[src/cbbh_pkg.sv]
package cbbh_pkg;

  // bus word and address widths
  localparam int ADDR_W = 17;
  localparam int DATA_W = 18;
  localparam int LINE_W = 18;

  // bus settling time before request and before release, in ns
  localparam int SETTLE_NS  = 50;
  localparam int CLK_NS     = 20;
  localparam int SETTLE_CYC = (SETTLE_NS + CLK_NS - 1) / CLK_NS;

  // counter width for settle delays
  localparam int CNT_W = 4;
  localparam logic [CNT_W-1:0] CNT_RST = 4'h0;

  // cycle types, as mode line pairs
  typedef enum logic [1:0] {
    CBBH_RD_RESTORE = 2'h1,
    CBBH_CLR_WRITE  = 2'h2,
    CBBH_RD_PAUSE_WR = 2'h3
  } cbbh_mode_t;

  // user-side command
  typedef struct packed {
    logic [ADDR_W-1:0] addr;
    cbbh_mode_t        mode;
    logic [DATA_W-1:0] wdata;
    logic              wpar;
  } cbbh_cmd_t;

  // bus inputs as seen by the controller, active high after inversion
  typedef struct packed {
    logic [LINE_W-1:0] lines;
    logic              par;
    logic              busy;
    logic              addr_ack;
    logic              rd_valid;
    logic              release_ack;
  } cbbh_bus_in_t;

endpackage

[src/cbbh_host.sv]
`timescale 1ns/100ps
`default_nettype none

// Overview of operation
// RULE1 - bank selected by address bits 03, 04
// RULE2 - bus lines active at ground level
// RULE3 - requester drives 17-bit word address
// RULE4 - 18-bit data both ways, parity optional
// RULE5 - mode lines choose among three cycle types
// RULE6 - busy bank drives shared busy level
// RULE7 - only one memory active at once
// RULE8 - wait busy clear, drive address, mode
// RULE9 - request 50 ns after address, mode
// RULE10 - bank acknowledges about 110 ns later
// RULE11 - acknowledge sets busy, request withdrawn
// RULE12 - bank clears acknowledge when request falls
// RULE13 - read valid only in read cycles
// RULE14 - data acknowledge frees bus in reads
// RULE15 - release reports data taken or placed
// RULE16 - bank acknowledges release, cycle ends
// RULE17 - parity line carries 19th bit
// RULE18 - capture read data on read valid
// RULE19 - drop release on release acknowledge
// RULE20 - write data settles 50 ns before release
// RULE21 - pause cycle waits for modified data
// RULE22 - hold address, mode until acknowledge
module cbbh_host (
  input  wire logic                          ref_clk,       // 50 MHz clock
  input  wire logic                          arst_n,        // async reset
  // user side
  input  wire logic                          cmd_valid,     // start a cycle
  input  wire cbbh_pkg::cbbh_cmd_t           cmd,           // addr/mode/data
  output logic                               cmd_ready,     // idle, can take
  output logic                               rdata_valid,   // read word pulse
  output logic [cbbh_pkg::DATA_W-1:0]        rdata,         // read word
  output logic                               rpar,          // read parity
  output logic                               pause_wait,    // rpw paused
  input  wire logic                          mod_valid,     // modified word in
  input  wire logic [cbbh_pkg::DATA_W-1:0]   mod_data,      // modified word
  input  wire logic                          mod_par,       // modified parity
  output logic                               done,          // cycle end pulse
  // bus side, active low except the two drive enables
  input  wire logic [cbbh_pkg::LINE_W-1:0]   lines_n_i,     // data lines in
  output logic      [cbbh_pkg::LINE_W-1:0]   lines_n_o,     // data lines out
  output logic                               lines_oe,      // drive lines
  input  wire logic                          par_n_i,       // parity in
  output logic                               par_n_o,       // parity out
  output logic                               par_oe,        // drive parity
  output logic                               read_mode_n,   // read mode
  output logic                               write_mode_n,  // write mode
  output logic                               req_n,         // request
  output logic                               data_ack_n,    // data acknowledge
  output logic                               cycle_release_n, // release
  input  wire logic                          busy_n,        // shared busy
  input  wire logic                          addr_ack_n,    // addr acknowledge
  input  wire logic                          rd_valid_n,    // read data valid
  input  wire logic                          release_ack_n  // release ack
);

  ////////////////////////////////////////////////////////////////////
  // synchronise and invert bus inputs
  localparam int IN_W = $bits(cbbh_pkg::cbbh_bus_in_t);
  cbbh_pkg::cbbh_bus_in_t bus_s;  // synchronised, active high
  logic [IN_W-1:0]        raw_in; // ground means one/asserted

  // inverted pins; ground level reads as one
  assign raw_in = ~{lines_n_i, par_n_i, busy_n, addr_ack_n,
                    rd_valid_n, release_ack_n}; // RULE2

  cbbh_sync #(.W(IN_W)) u_sync (
    .ref_clk (ref_clk),
    .arst_n  (arst_n),
    .async_i (raw_in),
    .sync_o  (bus_s)
  );

  ////////////////////////////////////////////////////////////////////
  // state machine
  typedef enum logic [3:0] {
    S_IDLE, S_SETTLE, S_REQ, S_DROP, S_RDWAIT, S_PAUSE,
    S_WSETTLE, S_REL, S_RELDROP
  } cbbh_state_t;

  cbbh_state_t                  st_q, st_d;     // control state
  cbbh_pkg::cbbh_mode_t         mode_q;         // latched cycle type
  logic [cbbh_pkg::ADDR_W-1:0]  addr_q;         // latched address
  logic [cbbh_pkg::DATA_W-1:0]  wdata_q;        // word to write
  logic                         wpar_q;         // parity to write
  logic [cbbh_pkg::CNT_W-1:0]   cnt_q, cnt_d;   // settle counter
  logic                         settled;        // settle time elapsed

  // settle counter reaches the rounded-up 50 ns
  assign settled = (cnt_q >= cbbh_pkg::CNT_W'(cbbh_pkg::SETTLE_CYC - 1));

  // mode helpers
  wire is_read  = mode_q[0]; // read mode line asserted
  wire is_write = mode_q[1]; // write mode line asserted
  wire go       = cmd_valid && (cmd.mode != 2'h0); // at least one mode

  ////////////////////////////////////////////////////////////////////
  // next state
  always_comb begin
    st_d  = st_q;
    cnt_d = CNT_RST_F();
    case (st_q)
      S_IDLE: begin
        // busy must be clear before a new cycle
        if (go && !bus_s.busy) st_d = S_SETTLE; // RULE8 RULE6 RULE7
      end
      S_SETTLE: begin
        // address and mode settle before request
        cnt_d = cnt_q + 1'b1;
        if (settled) st_d = S_REQ; // RULE9
      end
      S_REQ: begin
        // hold request until bank acknowledges
        if (bus_s.addr_ack) st_d = S_DROP; // RULE11 RULE10
      end
      S_DROP: begin
        // wait for acknowledge to clear after request falls
        if (!bus_s.addr_ack) begin // RULE12
          if (is_read) st_d = S_RDWAIT;
          else st_d = S_WSETTLE; // RULE20
        end
      end
      S_RDWAIT: begin
        // read data valid only in read cycles
        if (bus_s.rd_valid) begin // RULE13 RULE18
          if (is_write) st_d = S_PAUSE; // RULE21
          else st_d = S_REL;
        end
      end
      S_PAUSE: begin
        // bank pauses until modified word supplied
        if (mod_valid) st_d = S_WSETTLE; // RULE21
      end
      S_WSETTLE: begin
        cnt_d = cnt_q + 1'b1;
        if (settled) st_d = S_REL; // RULE20
      end
      S_REL: begin
        if (bus_s.release_ack) st_d = S_RELDROP; // RULE16
      end
      S_RELDROP: begin
        // release dropped; wait for bank to clear its ack
        if (!bus_s.release_ack) st_d = S_IDLE; // RULE19
      end
      default: st_d = S_IDLE;
    endcase
  end

  // reset value of the settle counter
  function automatic logic [cbbh_pkg::CNT_W-1:0] CNT_RST_F();
    return cbbh_pkg::CNT_RST;
  endfunction

  ////////////////////////////////////////////////////////////////////
  // state and command latches
  always_ff @(posedge ref_clk or negedge arst_n) begin
    if (!arst_n) begin
      st_q    <= S_IDLE;
      cnt_q   <= cbbh_pkg::CNT_RST;
      mode_q  <= cbbh_pkg::CBBH_RD_RESTORE;
      addr_q  <= '0;
      wdata_q <= '0;
      wpar_q  <= 1'b0;
    end else begin
      st_q  <= st_d;
      cnt_q <= cnt_d;
      if (st_q == S_IDLE && st_d == S_SETTLE) begin
        // held stable from here through acknowledge
        mode_q  <= cmd.mode;  // RULE22 RULE5
        addr_q  <= cmd.addr;  // RULE3
        wdata_q <= cmd.wdata; // RULE4
        wpar_q  <= cmd.wpar;  // RULE17
      end else if (st_q == S_PAUSE && mod_valid) begin
        wdata_q <= mod_data;
        wpar_q  <= mod_par;
      end
    end
  end

  ////////////////////////////////////////////////////////////////////
  // registered bus outputs, decoded from next state
  wire d_addr  = (st_d == S_SETTLE) || (st_d == S_REQ);       // addr phase
  wire d_wdat  = (st_d == S_WSETTLE) ||
                 ((st_d == S_REL) && is_write);               // write data
  wire d_rel   = (st_d == S_REL);                             // release
  wire d_dack  = (st_d == S_PAUSE) || (d_rel && is_read) ||
                 ((st_d == S_WSETTLE) && is_read);            // data ack
  wire d_mode  = d_addr || (st_d == S_DROP);                  // mode lines
  // address for the line drivers, from the command on the first cycle
  wire [cbbh_pkg::ADDR_W-1:0] addr_sel = (st_q == S_IDLE) ? cmd.addr : addr_q;
  // word leaving the pause comes straight from the user, so the
  // modified data gets the whole settle time before release
  wire [cbbh_pkg::DATA_W-1:0] wdat_sel =
         (st_q == S_PAUSE) ? mod_data : wdata_q;              // write word
  wire                        wpar_sel =
         (st_q == S_PAUSE) ? mod_par : wpar_q;                // write parity
  wire [cbbh_pkg::LINE_W-1:0] d_line   = d_addr ?
         cbbh_pkg::LINE_W'(addr_sel) : wdat_sel;              // line value

  // mode for the line drivers, same first-cycle rule
  wire cbbh_pkg::cbbh_mode_t cur_mode = (st_q == S_IDLE) ? cmd.mode : mode_q;

  always_ff @(posedge ref_clk or negedge arst_n) begin
    if (!arst_n) begin
      lines_oe        <= 1'b0;
      lines_n_o       <= {cbbh_pkg::LINE_W{1'b1}};
      par_oe          <= 1'b0;
      par_n_o         <= 1'b1;
      read_mode_n     <= 1'b1;
      write_mode_n    <= 1'b1;
      req_n           <= 1'b1;
      data_ack_n      <= 1'b1;
      cycle_release_n <= 1'b1;
    end else begin
      lines_oe        <= d_addr || d_wdat;
      lines_n_o       <= ~d_line;                              // RULE2
      par_oe          <= d_wdat;                               // RULE17
      par_n_o         <= ~wpar_sel;                            // RULE21
      read_mode_n     <= ~(d_mode && cur_mode[0]);             // RULE5
      write_mode_n    <= ~(d_mode && cur_mode[1]);             // RULE5
      req_n           <= ~(st_d == S_REQ);                     // RULE9 RULE11
      data_ack_n      <= ~d_dack;                              // RULE14
      cycle_release_n <= ~d_rel;                               // RULE15 RULE19
    end
  end

  ////////////////////////////////////////////////////////////////////
  // user-side outputs
  always_ff @(posedge ref_clk or negedge arst_n) begin
    if (!arst_n) begin
      cmd_ready   <= 1'b0;
      rdata_valid <= 1'b0;
      rdata       <= '0;
      rpar        <= 1'b0;
      pause_wait  <= 1'b0;
      done        <= 1'b0;
    end else begin
      cmd_ready   <= (st_d == S_IDLE);
      rdata_valid <= (st_q == S_RDWAIT) && bus_s.rd_valid;     // RULE18
      if ((st_q == S_RDWAIT) && bus_s.rd_valid) begin
        rdata <= bus_s.lines;
        rpar  <= bus_s.par;
      end
      pause_wait  <= (st_d == S_PAUSE);
      done        <= (st_q == S_RELDROP) && !bus_s.release_ack;
    end
  end

endmodule

`default_nettype wire

[src/cbbh_sync.sv]
`timescale 1ns/100ps
`default_nettype none

// two-stage synchroniser for bus inputs arriving without a clock
module cbbh_sync #(
  parameter int W = 1
) (
  input  wire logic         ref_clk, // system clock
  input  wire logic         arst_n,  // async reset, active low
  input  wire logic [W-1:0] async_i, // raw pin levels
  output logic      [W-1:0] sync_o   // synchronised levels
);

  logic [W-1:0] meta_q; // first stage, read only by second stage

  ////////////////////////////////////////////////////////////////////
  // two flops in series; nothing taps the first
  always_ff @(posedge ref_clk or negedge arst_n) begin
    if (!arst_n) begin
      meta_q <= '0;
      sync_o <= '0;
    end else begin
      meta_q <= async_i;
      sync_o <= meta_q;
    end
  end

endmodule

`default_nettype wire
[config.mk]
export PLATFORM = sky130hd
export DESIGN_NAME = cbbh_host
export DESIGN_NICKNAME = d
export VERILOG_FILES = /design/src/cbbh_pkg.sv /design/src/cbbh_host.sv /design/src/cbbh_sync.sv
export SDC_FILE = /design/constraint.sdc
export NUM_CORES = 1
export LEC_CHECK = 0
export ABC_AREA = 1
export BUFFER_PORTS_ARGS = -buffer_cell sky130_fd_sc_hd__buf_2
export CORE_UTILIZATION = 40
export CTS_BUF_LIST = sky130_fd_sc_hd__clkbuf_4 sky130_fd_sc_hd__clkbuf_8
export DETAILED_ROUTE_END_ITERATION = 8
export GPL_TIMING_DRIVEN = 0
export MAX_ROUTING_LAYER = met4
export PLACE_DENSITY = 0.6
export SLEW_MARGIN = 30
export SYNTH_ARGS = -nofsm -noshare
export SYNTH_HDL_FRONTEND = slang
export SYNTH_SLANG_ARGS = --single-unit
[constraint.sdc]
create_clock -name ref_clk -period 3.7 [get_ports ref_clk]
set_input_delay 0.74 -clock ref_clk [delete_from_list [all_inputs] [get_ports ref_clk]]
set_output_delay 0.74 -clock ref_clk [all_outputs]
set_load 0.1 [all_outputs]
==> metrics <==
Skew-Pair Late Insertion Delay=450 ps; vias in the first global route=roughly 4.4k; fin crit share=0.580; clk slew on worst S/H paths=90 ps; die width=122 microns; Die Y=~120 microns; CTS resizes=0; setup TNS=0 ps; Final Net Count=849; port bufs=around 130; CTS tree=yes; Setup Skew=7.53 ps; Starting Density=0.410; Bufs and invs on worst path=1; Data required, critical path=2960 ps; fillcell total=1333; Post-Route WL=12900 microns; CP endpoint kind=primary output; startpoint class of the critical path=register; status=completed; Vias=4431; initial antenna violation count=1; hpwl dp=9550 microns; htree depth=4; post-synthesis sequential element count=141; syn_area_per_cell=just over 9 sq um; Final min period=approximately 2100 ps; hold buffer count at CTS=0; die footprint=14800 sq um; worst-margin pin slew=514 ps; row count=43; CTS buffer count=17; FMAX=466 MHz; count of final hold-check violations=0; initial DRC count=238; Max Cap Viol=0; share of layout cells above drive strength 1=0.307; largest net degree at the start of global routing=86; Hold Crit Class=in -> async; via density per instance=4.63; Root Driver=clkbuf_8; GRT Total Usage=0.194; gpl congestion=0.861; pins over their slew limit=0; CORE AREA=around 14000 sq um; total gr overflow=0; Cells after Synth=611; Mapped Area=5720 sq um; Largest delay share family, worst path=flip-flops; postcts setup bufs=0; critical path cell sequence=buf_2; drt drc=0; Final ANT Viol Nets=0; CTS max path bufs=2; post-synth net total=697; CP max FO=1; reg-to-reg critical path startpoint=st_q[0]$_DFF_PN0_; final setup fails=0; io pins=133; post-synth cell types=30; relative slew slack=0.660; first-pass GRT wire length=20900 microns; routed length per instance=13.5 microns; slowest CP cell=dfstp_2; CP Class=reg -> out; CTS Sinks=141; DRT Pass-1 Iters=4; Synth Warn #=0; Synth-to-Final Area Change=22.5%; Critical path origin=write_mode_n$_DFF_PN1_; Critical Path Max Stage Delay=around 530 ps; crit path DAT=about 1400 ps; unrepaired setup endpoints after global routing=false; sequential area share after synthesis=0.623
[Yosys cell counts, drive strengths merged]
| cell type | instances | share of area |
|---|---|---|
| nor3 | 1 | 0.00087 |
| inv | 83 | 0.054 |
| a21oi | 3 | 0.0033 |
| nand2 | 220 | 0.15 |
| nand4 | 1 | 0.0011 |
| clkinv | 1 | 0.00087 |
| dfrtp | 116 | 0.51 |
| a31oi | 1 | 0.0011 |
| nand3 | 27 | 0.028 |
| o211ai | 19 | 0.025 |
| dfstp | 25 | 0.11 |
| buf | 14 | 0.016 |
| clkbuf | 11 | 0.0072 |
| nor2 | 23 | 0.023 |
| xnor2 | 2 | 0.0031 |
| ha | 2 | 0.0044 |
| o21ai | 62 | 0.054 |
[layer usage]
layer  vias to the layer above  global-route usage  wire length, microns
li1                       2192                   -                     -
met1                      2068               0.255                  6120
met2                       153               0.282                  5670
met3                        18              0.0510                   916
met4                         0              0.0810                   233
met5                         -                   -                     0
[area by class of cell]
type	count	area, sq um	share of cell area
Timing Repair Buffer	133	698	0.0997
Buffer	25	135	0.0193
Antenna cell	1	2.50	0.000357
Clock buffer	17	234	0.0334
Multi-Input combinational cell	361	1710	0.243
Inverter	84	317	0.0452
Sequential cell	141	3560	0.508
Tap cell	180	225	0.0322
Clock inverter	15	128	0.0182
[layout by cell type (no fill, tap or decap), drive strengths merged]
cell      Yosys  routed
dfstp        25      25
dfrtp       116     116
nand4         1       1
nand2       220     220
ha            2       2
o211ai       19      19
a31oi         1       1
inv          83      91
o21ai        62      62
a21oi         3       3
clkinvlp      0       2
xnor2         2       2
nor3          1       1
nor2         23      23
clkbuf       11      28
buf          14     147
diode         0       1
nand3        27      27
clkinv        1       6
[registers in the layout, summed over array words and instances, names as in the netlist, 2 cells and up]
signal / cells
u_sync.meta_q: 23
st_q: 4
cnt_q: 4
u_sync.sync_o: 23
wdata_q: 18
lines_n_o: 18
mode_q: 2
rdata: 18
addr_q: 17
[final timing paths]
kind,endpoint,slack (ps),cells past startpoint
worst max-delay path,write_mode_n,1550,1
worst min-delay path,rdata[17]$_DFFE_PN0P_,190,1
worst max register to register,wdata_q[9]$_DFFE_PN0P_,1650,9
worst min register to register,u_sync.sync_o[5]$_DFF_PN0_,340,0
max in group asynchronous,lines_n_o[5]$_DFF_PN1_,2700,2
min in group ref_clk,u_sync.sync_o[5]$_DFF_PN0_,340,0
[through the flow]
stage,hold WS (ps),setup slack (ps),cell area (sq um),instances,util
2_1_floorplan,331,1970,5720,611,-
3_3_place_gp,332,-8.39,6600,923,0.474
3_5_place_dp,335,1530,6640,924,0.477
4_1_cts,188,1520,7000,956,0.502
5_1_grt,205,1470,7000,957,0.503
6_report,190,1550,7000,957,0.503
[logic make-up after synthesis]
group / synth area share
AND/OR/NAND/NOR: 0.207
AO/OA/AOI/OAI: 0.0836
flip-flops: 0.623
buffers and inverters: 0.0790
XOR/XNOR: 0.00306
adder cells (fa/ha/maj): 0.00438
Power is not shown: default switching activity piles up to over one toggle a cycle in this logic, so the estimate is an artifact.
